===== src/mcta_defs.vh =====
// Constants for the motion command trigger arbiter: register offsets,
// field positions, reset values and encodings.
// Assumes inclusion by bare name from the design files only.
`ifndef MCTA_DEFS_VH
`define MCTA_DEFS_VH

// Register byte offsets on the plain register port.
`define MCTA_OFF_MODE     8'h00
`define MCTA_OFF_SWSTART  8'h04
`define MCTA_OFF_EVMAP1   8'h08
`define MCTA_OFF_EVMAP2   8'h0C
`define MCTA_OFF_EVMAP3   8'h10
`define MCTA_OFF_EVMAP4   8'h14
`define MCTA_OFF_JUMP     8'h18
`define MCTA_OFF_STATUS   8'h1C

// Field positions.
`define MCTA_JUMP_LSB     16
`define MCTA_JUMP_MSB     23
`define MCTA_ST_BUSY      0
`define MCTA_ST_PEND      1
`define MCTA_ST_CUR_LSB   8
`define MCTA_ST_PCMD_LSB  16
`define MCTA_ST_RANK_LSB  24

// Reset values.
`define MCTA_RST_MODE     2'h0
`define MCTA_RST_EVMAP    14'h0000
`define MCTA_RST_JUMP     8'h00
`define MCTA_RST_WORD     32'h0000_0000

// Interrupt mode settings.
`define MCTA_MODE_IGNORE  2'h0
`define MCTA_MODE_AFTER   2'h1
`define MCTA_MODE_ABORT   2'h2

// Jump codes held at bits 16 to 23 of each command's mode word.
`define MCTA_JMP_STOP     8'h00
`define MCTA_JMP_NEXT     8'hA0
`define MCTA_JMP_PREV     8'hB0
`define MCTA_JMP_LAST     8'h44

// Number of ranked trigger sources and the rank of the idle value.
`define MCTA_NUM_SRC      10
`define MCTA_RANK_NONE    4'hF

`endif


===== src/mcta_edge.v =====
// One input conditioner: three-stage synchroniser and edge detector.
// Assumes the input is asynchronous to core_clk.
`default_nettype none

module mcta_edge (
  input  wire core_clk,
  input  wire sys_rst,
  input  wire pin_in,
  output wire level,
  output wire rise,
  output wire fall
);

  reg sync1_r;
  reg sync2_r;
  reg sync3_r;
  reg level_r;

  // Stage one feeds only stage two; a change is taken once stages two and three agree.
  always @(posedge core_clk or posedge sys_rst) begin
    if (sys_rst) begin
      sync1_r <= 1'b0;
      sync2_r <= 1'b0;
      sync3_r <= 1'b0;
      level_r <= 1'b0;
    end else begin
      sync1_r <= pin_in;
      sync2_r <= sync1_r;
      sync3_r <= sync2_r;
      if (sync2_r == sync3_r) begin
        level_r <= sync3_r; // RQ16
      end
    end
  end

  // Edges compare the agreed sample with the previously accepted one.
  assign level = level_r;
  assign rise  = (sync2_r == sync3_r) && sync3_r && !level_r;  // RQ16
  assign fall  = (sync2_r == sync3_r) && !sync3_r && level_r;  // RQ16

endmodule // mcta_edge

`default_nettype wire


===== src/mcta_arbiter.v =====
// Trigger arbiter and interrupt control for a stored motion command sequencer.
// Assumes an outside motion engine that runs the started command and pulses
// cmd_done when it completes, applying its own overlap setting on chained starts.
//
// Overview of operation
// [RQ1] Any change of one of the four event inputs raises a command request; the code raises one only if the mapped number is 1 to 68.
// [RQ2] A rising event edge runs the command held in the upper two decimal digits of its map.
// [RQ3] A falling event edge runs the command held in the lower two decimal digits of its map.
// [RQ4] Event inputs one to four each have their own map register, in consecutive order.
// [RQ5] Requests come from a software start register, the hardware start input and the events.
// [RQ6] Ranks are event 1 rise, fall, then events 2 to 4 likewise, then hardware, then software.
// [RQ7] Of simultaneous requests only the best ranked runs and the rest are masked.
// [RQ8] One global interrupt mode decides how every command reacts to new requests.
// [RQ9] Mode 0 drops requests while the chain runs and accepts them once it has ended.
// [RQ10] Mode 1 finishes the running command then starts the request, skipping its jump code.
// [RQ11] Mode 1 marks that start as chained so the engine links it by the overlap setting.
// [RQ12] Mode 1 keeps only the best ranked request seen during execution and runs it next.
// [RQ13] Mode 2 aborts the running command at once and starts the request directly.
// [RQ14] The jump code at bits 16 to 23 of each command decides what follows its completion.
// [RQ15] The six select inputs form a binary command number, first input least significant.
// [RQ16] Event inputs are synchronised and edges found by comparing successive samples.
//
// The register addresses and the address-and-strobe port are this design's own decisions.
`default_nettype none
`include "mcta_defs.vh"

module mcta_arbiter #(
  parameter CMD_W   = 7,
  parameter MAP_W   = 14,
  parameter MAX_CMD = 68
) (
  input  wire             core_clk,
  input  wire             sys_rst,
  input  wire [7:0]       reg_addr,
  input  wire [31:0]      reg_wdata,
  input  wire             reg_wr,
  input  wire             reg_rd,
  output wire [31:0]      reg_rdata,
  input  wire [3:0]       event_trigger_inputs,
  input  wire             hw_start_input,
  input  wire [5:0]       cmd_select_inputs,
  input  wire             cmd_done,
  output wire             cmd_start,
  output wire [CMD_W-1:0] cmd_num,
  output wire             cmd_chained,
  output wire             cmd_abort,
  output wire             cmd_busy
);

  // Configuration registers.
  reg  [1:0]       mode_r;
  reg  [CMD_W-1:0] sw_cmd_r;
  reg              sw_req_r;
  reg  [MAP_W-1:0] evmap_r [0:3];
  reg  [7:0]       jump_r  [0:MAX_CMD];
  reg  [CMD_W-1:0] jump_idx_r;
  reg  [31:0]      rdata_r;

  // Sequencer state.
  reg              busy_r;
  reg  [CMD_W-1:0] cur_r;
  reg  [CMD_W-1:0] prev_r;
  reg              pend_r;
  reg  [CMD_W-1:0] pend_cmd_r;
  reg  [3:0]       pend_rank_r;
  reg  [3:0]       last_rank_r;
  reg              start_r;
  reg              abort_r;
  reg              chained_r;
  reg  [CMD_W-1:0] num_r;

  // Conditioned inputs: four events, the hardware start and six select lines.
  wire [10:0]      pins_in;
  wire [10:0]      pin_lvl;
  wire [10:0]      pin_rise;
  wire [10:0]      pin_fall;
  wire [5:0]       sel_code;

  assign pins_in = {cmd_select_inputs, hw_start_input, event_trigger_inputs};

  genvar g;
  generate
    for (g = 0; g < 11; g = g + 1) begin : g_pin
      mcta_edge u_edge (
        .core_clk (core_clk),
        .sys_rst  (sys_rst),
        .pin_in   (pins_in[g]),
        .level    (pin_lvl[g]),
        .rise     (pin_rise[g]),
        .fall     (pin_fall[g])
      );
    end
  endgenerate

  assign sel_code = pin_lvl[10:5]; // RQ15

  // Upper and lower decimal digit pairs of a map value.
  function [CMD_W-1:0] dec_hi;
    input [MAP_W-1:0] v;
    reg   [MAP_W-1:0] t;
    begin
      t      = (v / 14'd100) % 14'd100;
      dec_hi = t[CMD_W-1:0];
    end
  endfunction

  function [CMD_W-1:0] dec_lo;
    input [MAP_W-1:0] v;
    reg   [MAP_W-1:0] t;
    begin
      t      = v % 14'd100;
      dec_lo = t[CMD_W-1:0];
    end
  endfunction

  // A command number of zero or past the table means no request.
  function cmd_ok;
    input [CMD_W-1:0] c;
    begin
      cmd_ok = (c != {CMD_W{1'b0}}) && (c <= MAX_CMD[CMD_W-1:0]);
    end
  endfunction

  // Source vector in rank order: index 0 is rank 1, index 9 is rank 10.
  reg  [`MCTA_NUM_SRC-1:0]       src_v;
  reg  [`MCTA_NUM_SRC*CMD_W-1:0] src_cmd;
  integer k;

  always @* begin
    src_v   = {`MCTA_NUM_SRC{1'b0}};
    src_cmd = {(`MCTA_NUM_SRC*CMD_W){1'b0}};
    for (k = 0; k < 4; k = k + 1) begin
      src_cmd[(2*k)*CMD_W +: CMD_W]   = dec_hi(evmap_r[k]);                  // RQ2
      src_cmd[(2*k+1)*CMD_W +: CMD_W] = dec_lo(evmap_r[k]);                  // RQ3
      src_v[2*k]   = pin_rise[k] && cmd_ok(dec_hi(evmap_r[k]));              // RQ1
      src_v[2*k+1] = pin_fall[k] && cmd_ok(dec_lo(evmap_r[k]));              // RQ1
    end
    src_cmd[8*CMD_W +: CMD_W] = {1'b0, sel_code};
    src_v[8] = pin_rise[4] && cmd_ok({1'b0, sel_code});                      // RQ5
    src_cmd[9*CMD_W +: CMD_W] = sw_cmd_r;
    src_v[9] = sw_req_r && cmd_ok(sw_cmd_r);                                 // RQ5
  end

  // Fixed priority: scanning downward leaves the lowest index standing.
  reg              sel_v;
  reg  [CMD_W-1:0] sel_cmd;
  reg  [3:0]       sel_rank;
  integer i;

  always @* begin
    sel_v    = 1'b0;
    sel_cmd  = {CMD_W{1'b0}};
    sel_rank = `MCTA_RANK_NONE;
    for (i = `MCTA_NUM_SRC - 1; i >= 0; i = i - 1) begin
      if (src_v[i]) begin
        sel_v    = 1'b1;                                                     // RQ7
        sel_cmd  = src_cmd[i*CMD_W +: CMD_W];
        sel_rank = i[3:0];                                                   // RQ6
      end
    end
  end

  // What follows a completed command when nothing else is queued.
  reg  [7:0]       jcode;
  reg              jmp_v;
  reg  [CMD_W-1:0] jmp_cmd;

  always @* begin
    jcode   = (cur_r <= MAX_CMD[CMD_W-1:0]) ? jump_r[cur_r] : `MCTA_JMP_STOP;
    jmp_v   = 1'b0;
    jmp_cmd = {CMD_W{1'b0}};
    if (jcode == `MCTA_JMP_NEXT) begin
      jmp_cmd = cur_r + {{(CMD_W-1){1'b0}}, 1'b1};                           // RQ14
      jmp_v   = cmd_ok(jmp_cmd);
    end else if (jcode == `MCTA_JMP_PREV) begin
      jmp_cmd = prev_r;                                                      // RQ14
      jmp_v   = cmd_ok(prev_r);
    end else if (jcode != `MCTA_JMP_STOP && jcode <= `MCTA_JMP_LAST) begin
      jmp_cmd = jcode[CMD_W-1:0];                                            // RQ14
      jmp_v   = cmd_ok(jmp_cmd);
    end
  end

  // The queued request in mode 1 keeps the better ranked of old and new.
  wire             take_new;
  wire             mrg_v;
  wire [CMD_W-1:0] mrg_cmd;
  wire [3:0]       mrg_rank;

  assign take_new = sel_v && (!pend_r || (sel_rank < pend_rank_r));          // RQ12
  assign mrg_v    = pend_r || sel_v;
  assign mrg_cmd  = take_new ? sel_cmd : pend_cmd_r;
  assign mrg_rank = take_new ? sel_rank : pend_rank_r;

  // Sequencer: one global mode rules how a running chain meets new requests.
  always @(posedge core_clk or posedge sys_rst) begin
    if (sys_rst) begin
      busy_r      <= 1'b0;
      cur_r       <= {CMD_W{1'b0}};
      prev_r      <= {CMD_W{1'b0}};
      pend_r      <= 1'b0;
      pend_cmd_r  <= {CMD_W{1'b0}};
      pend_rank_r <= `MCTA_RANK_NONE;
      last_rank_r <= `MCTA_RANK_NONE;
      start_r     <= 1'b0;
      abort_r     <= 1'b0;
      chained_r   <= 1'b0;
      num_r       <= {CMD_W{1'b0}};
    end else begin
      start_r <= 1'b0;
      abort_r <= 1'b0;
      if (!busy_r) begin
        if (sel_v) begin
          busy_r      <= 1'b1;
          start_r     <= 1'b1;
          chained_r   <= 1'b0;
          num_r       <= sel_cmd;
          cur_r       <= sel_cmd;
          prev_r      <= {CMD_W{1'b0}};
          last_rank_r <= sel_rank;
        end
      end else begin
        case (mode_r) // RQ8
          `MCTA_MODE_ABORT: begin
            if (sel_v) begin
              abort_r     <= 1'b1;                                           // RQ13
              start_r     <= 1'b1;
              chained_r   <= 1'b0;
              num_r       <= sel_cmd;
              cur_r       <= sel_cmd;
              prev_r      <= cur_r;
              last_rank_r <= sel_rank;
            end else if (cmd_done) begin
              if (jmp_v) begin
                start_r   <= 1'b1;
                chained_r <= 1'b1;
                num_r     <= jmp_cmd;
                cur_r     <= jmp_cmd;
              end else begin
                busy_r    <= 1'b0;
              end
            end
          end
          `MCTA_MODE_AFTER: begin
            // A request that lands in the completion cycle still wins over the jump code.
            if (cmd_done && mrg_v) begin
              start_r     <= 1'b1;                                           // RQ10
              chained_r   <= 1'b1;                                           // RQ11
              num_r       <= mrg_cmd;
              cur_r       <= mrg_cmd;
              prev_r      <= cur_r;
              last_rank_r <= mrg_rank;
              pend_r      <= 1'b0;
              pend_rank_r <= `MCTA_RANK_NONE;
            end else if (cmd_done) begin
              if (jmp_v) begin
                start_r   <= 1'b1;
                chained_r <= 1'b1;
                num_r     <= jmp_cmd;
                cur_r     <= jmp_cmd;
              end else begin
                busy_r    <= 1'b0;
              end
            end else if (take_new) begin
              pend_r      <= 1'b1;                                           // RQ12
              pend_cmd_r  <= sel_cmd;
              pend_rank_r <= sel_rank;
            end
          end
          default: begin
            // Requests during the chain are dropped, including one in the last cycle.
            if (cmd_done) begin                                              // RQ9
              if (jmp_v) begin
                start_r   <= 1'b1;
                chained_r <= 1'b1;
                num_r     <= jmp_cmd;
                cur_r     <= jmp_cmd;
              end else begin
                busy_r    <= 1'b0;
              end
            end
          end
        endcase
        // A queue left over from mode 1 is dropped once the mode changes.
        if (mode_r != `MCTA_MODE_AFTER) begin
          pend_r      <= 1'b0;
          pend_rank_r <= `MCTA_RANK_NONE;
        end
      end
    end
  end

  // Register writes; a software start lasts one cycle after its write.
  integer j;

  always @(posedge core_clk or posedge sys_rst) begin
    if (sys_rst) begin
      mode_r     <= `MCTA_RST_MODE;
      sw_cmd_r   <= {CMD_W{1'b0}};
      sw_req_r   <= 1'b0;
      jump_idx_r <= {CMD_W{1'b0}};
      for (j = 0; j < 4; j = j + 1) begin
        evmap_r[j] <= `MCTA_RST_EVMAP;
      end
      for (j = 0; j <= MAX_CMD; j = j + 1) begin
        jump_r[j] <= `MCTA_RST_JUMP;
      end
    end else begin
      sw_req_r <= 1'b0;
      if (reg_wr) begin
        case (reg_addr)
          `MCTA_OFF_MODE: begin
            mode_r <= reg_wdata[1:0];
          end
          `MCTA_OFF_SWSTART: begin
            sw_cmd_r <= reg_wdata[CMD_W-1:0];
            sw_req_r <= 1'b1;                                                // RQ5
          end
          `MCTA_OFF_EVMAP1: begin
            evmap_r[0] <= reg_wdata[MAP_W-1:0];                              // RQ4
          end
          `MCTA_OFF_EVMAP2: begin
            evmap_r[1] <= reg_wdata[MAP_W-1:0];                              // RQ4
          end
          `MCTA_OFF_EVMAP3: begin
            evmap_r[2] <= reg_wdata[MAP_W-1:0];                              // RQ4
          end
          `MCTA_OFF_EVMAP4: begin
            evmap_r[3] <= reg_wdata[MAP_W-1:0];                              // RQ4
          end
          `MCTA_OFF_JUMP: begin
            jump_idx_r <= reg_wdata[CMD_W-1:0];
            if (reg_wdata[CMD_W-1:0] <= MAX_CMD[CMD_W-1:0]) begin
              jump_r[reg_wdata[CMD_W-1:0]] <= reg_wdata[`MCTA_JUMP_MSB:`MCTA_JUMP_LSB];
            end
          end
          default: begin
          end
        endcase
      end
    end
  end

  // Read data stand only in the cycle after the strobe; unmapped reads give zero.
  always @(posedge core_clk or posedge sys_rst) begin
    if (sys_rst) begin
      rdata_r <= `MCTA_RST_WORD;
    end else begin
      rdata_r <= `MCTA_RST_WORD;
      if (reg_rd) begin
        case (reg_addr)
          `MCTA_OFF_MODE:    rdata_r <= {30'h0000_0000, mode_r};
          `MCTA_OFF_SWSTART: rdata_r <= {{(32-CMD_W){1'b0}}, sw_cmd_r};
          `MCTA_OFF_EVMAP1:  rdata_r <= {{(32-MAP_W){1'b0}}, evmap_r[0]};
          `MCTA_OFF_EVMAP2:  rdata_r <= {{(32-MAP_W){1'b0}}, evmap_r[1]};
          `MCTA_OFF_EVMAP3:  rdata_r <= {{(32-MAP_W){1'b0}}, evmap_r[2]};
          `MCTA_OFF_EVMAP4:  rdata_r <= {{(32-MAP_W){1'b0}}, evmap_r[3]};
          `MCTA_OFF_JUMP: begin
            rdata_r[CMD_W-1:0] <= jump_idx_r;
            if (jump_idx_r <= MAX_CMD[CMD_W-1:0]) begin
              rdata_r[`MCTA_JUMP_MSB:`MCTA_JUMP_LSB] <= jump_r[jump_idx_r];
            end
          end
          `MCTA_OFF_STATUS: begin
            rdata_r[`MCTA_ST_BUSY] <= busy_r;
            rdata_r[`MCTA_ST_PEND] <= pend_r;
            rdata_r[`MCTA_ST_CUR_LSB +: CMD_W]  <= cur_r;
            rdata_r[`MCTA_ST_PCMD_LSB +: CMD_W] <= pend_cmd_r;
            rdata_r[`MCTA_ST_RANK_LSB +: 4]     <= last_rank_r;
          end
          default: begin
          end
        endcase
      end
    end
  end

  // Outputs, all from flip-flops.
  assign reg_rdata   = rdata_r;
  assign cmd_start   = start_r;
  assign cmd_num     = num_r;
  assign cmd_chained = chained_r;
  assign cmd_abort   = abort_r;
  assign cmd_busy    = busy_r;

endmodule // mcta_arbiter

`default_nettype wire


===== config.mk =====
export PLATFORM = sky130hd
export DESIGN_NAME = mcta_arbiter
export DESIGN_NICKNAME = d
export VERILOG_FILES = /design/src/mcta_edge.v /design/src/mcta_arbiter.v
export VERILOG_INCLUDE_DIRS = /design/src
export SDC_FILE = /design/constraint.sdc
export NUM_CORES = 2
export LEC_CHECK = 0
export CORE_ASPECT_RATIO = 0.5
export CORE_UTILIZATION = 39
export DETAILED_ROUTE_END_ITERATION = 6
export DONT_BUFFER_PORTS = 1
export GPL_TIMING_DRIVEN = 0
export PLACE_DENSITY = 0.58
export SYNTH_ARGS = -nofsm -noshare
export SYNTH_HDL_FRONTEND = slang
export SYNTH_SLANG_ARGS = --single-unit

===== constraint.sdc =====
create_clock -name core_clk -period 28.6 [get_ports core_clk]
set_clock_uncertainty 0.2 [all_clocks]
set_input_delay 4.29 -clock core_clk [delete_from_list [all_inputs] [get_ports core_clk]]
set_output_delay 4.29 -clock core_clk [all_outputs]
set_load 0.02 [all_outputs]

==> results.env <==
SYNTH_CELLS=4063
YOSYSWARNINGCOUNT=0
DESIGN.DIE.AREA_SQ_MM=0.124
POST_SYNTH_AND_OR_NAND_NOR_AREA_FRACTION_PCT=9.33
WORST_R2R_STARTPOINT='evmap_r[37]'
SYNTHESIZED_AREA_PER_CELL_SQ_UM=11.7
LAYOUT.CELLS.MOST_COMMON_LIST='sky130_fd_sc_hd__dfrtp_1 (729), sky130_fd_sc_hd__mux2_2 (636), sky130_fd_sc_hd__mux4_2 (354)'
WORST_SKEW_PAIR.LATE_LATENCY_NS=0.68
GRT_SETUP_UNREPAIRED='no'
CLK_PIN_SLEW_WORST_PATHS_NS=0.07
MAX_FREQ_MHz=93.3
WORSTMARGINPINSLEW_NS=1.48
SETUP.WORST_PATH.CLASS='reg -> reg'
TRACK_USAGE_PCT=27.1
FINALCOREUTILIZATION_PCT=43.5
CORE-AREA_SQ_MM=0.121
P_SWITCHING_mW=1.19
DIEHEIGHT_UM=249
CLOCK_TREE.HTREE_LEVEL_COUNT=3
IO-PIN-COUNT=99
FINISH.INSTANCE_AREA_SQ_MM=0.0526
STATUS='completed'
LAYOUT-DRIVE-GT1-SHARE_PCT=30.8
PLACE.DETAILED.HPWL_MM=123
CRITICAL_PATH_PEAK_FANOUT=10
WORST-ENDPOINT-ARRIVAL_NS=11.07
NUMBER_OF_ANTENNA_REPAIR_DIODES=0
DIE_X_EXTENT_UM=496
FINISH.NET_COUNT=4249
HOLD-PATH-CELL-COUNT=0
SETUP_VIOL=0
NUM-FILL-CELLS=11200
WORST_EP_REQUIRED_TIME_NS=28.96
TIMING.FINAL.CRIT_SHARE_PCT=37.5
P_SW_SHARE_PCT=37.2
HOLD_BUFFERS=0
FINAL_COMMON_CELL='sky130_fd_sc_hd__dfrtp_1'
SYNTH_TOP_FAMILY_BY_AREA='multiplexers'
DETAIL-ROUTE-ANTENNA-NETS=0
SYNTH.MUX.AREA_FRACTION_PCT=32.4
ROUTE.DETAILED.WL_PER_INST_UM=28.8
P_COMB_SHARE_PCT=32.2
YOSYS.AREA_SHARE.XOR_XNOR_PCT=1.23
FINAL_HOLD_VIOL_COUNT=0
CTSLONGESTPATHBUFFERS=3
DR.FIRST_ITER.DRC_COUNT=3556
SYNTH-SEQ-AREA-SHARE_PCT=38.7
P_INT_mW=2.02
WORST_PATH_MAX_DELAY_CELL='sky130_fd_sc_hd__a2111oi_2'
POST_CTS.RESIZED_INSTANCES=0
REG2REG_SLACK_NS=17.88
NUM_VIAS=37300
SYNTH_SEQ_CELLS=737
FIRST_GLOBAL_VIAS=36900
P_LEAK_nW=22.5
WORST_R2R_PATH_DEPTH=38
NUMCTSBUFFERS=77
CP-END-KIND='register'
OVERFLOW=0
YS_TYPES=129
TIMING.HOLD.WORST.CLASS='reg -> reg'
P_PER_AREA_mW_PER_MM2=61.1
VDD_DROP_MAX_mV=0.0489
CP-START-KIND='register'
CRITICAL-PATH-MAX-STAGE-DELAY_NS=0.76
SYN-CELL-AREA_SQ_MM=0.0477
SEQPWRFRAC_PCT=34.7
SYN2LAYOUT_AREA_GROWTH_PCT=10.2
DRT_FIRST_PASS_ITERS=6
CLOCK_TREE_FROM_TRITONCTS='built'
REG2REG_TO='pend_cmd_r[4]'
FINAL.MIN_CLOCK_PERIOD_NS=10.72
CTS-ROOT-BUF='sky130_fd_sc_hd__clkbuf_16'
ANTENNA_FOUND_INITIAL=9
GRT_PASS1_WL_MM=248
START_UTIL_PCT=39.5
DRT_WL_TOTAL_MM=168
HOLDCRITSTARTPOINT='g_pin[8].u_edge.sync1_r'
MIN_TO='g_pin[8].u_edge.sync2_r'
ROUTE.DETAILED.VIAS_PER_INST=6.41
BUFFERS_ON_PORTS=0
FINALMAXSLEWVIOLATIONS=0
CAP_VIOL_MAX_COUNT=0
SYNTH_TOP_FLOP_CELL='sky130_fd_sc_hd__dfrtp_1'
GP_CONGESTION=0.963
ROUTE.DETAILED.DRC=0
POST_LAYOUT_NONFILLER_INSTANCES=5825
SYNTH-EDFF-COUNT=0
NUM_ROWS=90
PLACED_CELLS=5687
CTS_SINK_COUNT=737
TIMING.SETUP.TNS_NS=0
YOSYS.AREA_SHARE.ADDER_PCT=1.16
PWR-SHARE-CLK_PCT=33.0
PLACED_CELL_AREA_SQ_MM=0.0499
CTS_SETUP_BUFFERS=0
GRT_START_MAX_NET_PINS=124
SYNTH-COMPOUND-AREA-SHARE_PCT=13.8
FFS_W_ASYNC_S_R_SYNTH_PCT=100
MAXSLEWHEADROOM_PCT=1.00
worst max-delay path by stage:
stage                            from                 endpoint  slack [ns]  cells past startpoint
final                     evmap_r[37]            pend_cmd_r[4]       17.88                     38
after global routing      evmap_r[37]            pend_cmd_r[4]       17.05                     38
after CTS                 evmap_r[37]            pend_cmd_r[4]       18.05                     38
after detailed placement  evmap_r[37]            pend_cmd_r[4]       18.16                     38
after global placement        sys_rst  g_pin[2].u_edge.sync2_r       -4.35                      1
after floorplan               sys_rst                cmd_abort        3.44                      1
logic make-up (layout without fill, tap and decap cells):
kind of cell	count (synthesis)	after routing
xor gates and xnor gates	67	67
other	1	5
buffers and inverters	395	543
muxes	1023	1023
and+or+nand+nor	895	895
DFF	737	737
AOI/OAI and AO/OA	899	899
adders and majority gates	46	46
power groups by stage:
stage	Sequential (mW)	Clock [mW]	Combinational [mW]
2_1_floorplan	1.12	0	0.691
3_5_place_dp	1.13	0	1.02
3_3_place_gp	1.14	0	1.00
6_report	1.12	1.06	1.04
5_1_grt	1.12	1.12	1.10
4_1_cts	1.11	1.08	1.02
Yosys cell counts (all sizes together), types with 18 or more instances:
cell	instances	area share, %
nand3b	18	0.28
a31oi	49	0.67
and3	21	0.29
o21ai	154	1.7
nor3	62	0.66
a21oi	143	1.5
a21o	34	0.54
and2	35	0.47
mux4	354	17
o31ai	35	0.55
dfrtp	729	38
clkbuf	208	1.6
o22ai	22	0.29
nor2	207	1.7
or2	31	0.41
xnor2	49	0.90
nand3	69	0.72
mux2i	32	0.67
nor4	20	0.26
xor2	18	0.33
mux2	637	15
inv	88	0.70
or3	37	0.51
nor2b	28	0.37
a22o	23	0.42
buf	98	1.0
ha	37	0.97
nand2	277	2.2
o211ai	46	0.73
nand2b	26	0.34
o21a	32	0.52
a211oi	51	0.86
a22oi	62	1.0
worst max-delay path, delay by kind of cell (launching register included):
kind / cells / cell delay, ns
buffers and inverters: 7 / 1.62
muxes: 1 / 0.40
DFF: 1 / 0.39
AOI/OAI and AO/OA: 15 / 4.75
adders and majority gates: 4 / 0.81
and+or+nand+nor: 8 / 1.73
xor gates and xnor gates: 3 / 0.65
flip-flops by register name, indices dropped and copies added, names as in the netlist, 7 cells and up:
signal / count
jump_idx_r: 7
cur_r: 7
pend_cmd_r: 7
g_pin.u_edge.level: 11
prev_r: 7
g_pin.u_edge.sync1_r: 11
g_pin.u_edge.sync3_r: 11
reg_rdata: 27
cmd_num: 7
jump_r: 552
evmap_r: 42
sw_cmd_r: 7
g_pin.u_edge.sync2_r: 11
dec_hi.v: 14
per-layer routing:
metal / track usage (%) / vias to the layer above / routed length, um
met5: 0 / - / 103
met4: 12.0 / 12 / 8360
met3: 5.67 / 353 / 12900
met2: 42.4 / 1552 / 77100
met1: 36.1 / 19500 / 69500
li1: - / 15900 / -
final cells by class:
type                            count  area [sq um]  area share [%]
Multi-Input combinational cell   2935         27700            52.6
Sequential cell                   737         18500            35.1
Clock buffer                      103          2220            4.23
Tap cell                         1610          2010            3.83
Buffer                            306          1270            2.42
Clock inverter                     35           380           0.724
Inverter                           89           344           0.655
Timing Repair Buffer               10           210           0.400
through the flow:
| step | power [mW] | hold slack [ns] | worst slack (ns) |
|---|---|---|---|
| floorplan | 1.81 | 0.131 | 3.44 |
| global placement | 2.14 | 0.139 | -4.35 |
| detailed placement | 2.15 | 0.135 | 18.16 |
| CTS | 3.21 | 0.148 | 18.05 |
| global route | 3.34 | 0.162 | 17.05 |
| finish | 3.21 | 0.143 | 17.88 |
Note: power is estimated with default switching activity, not from simulation.
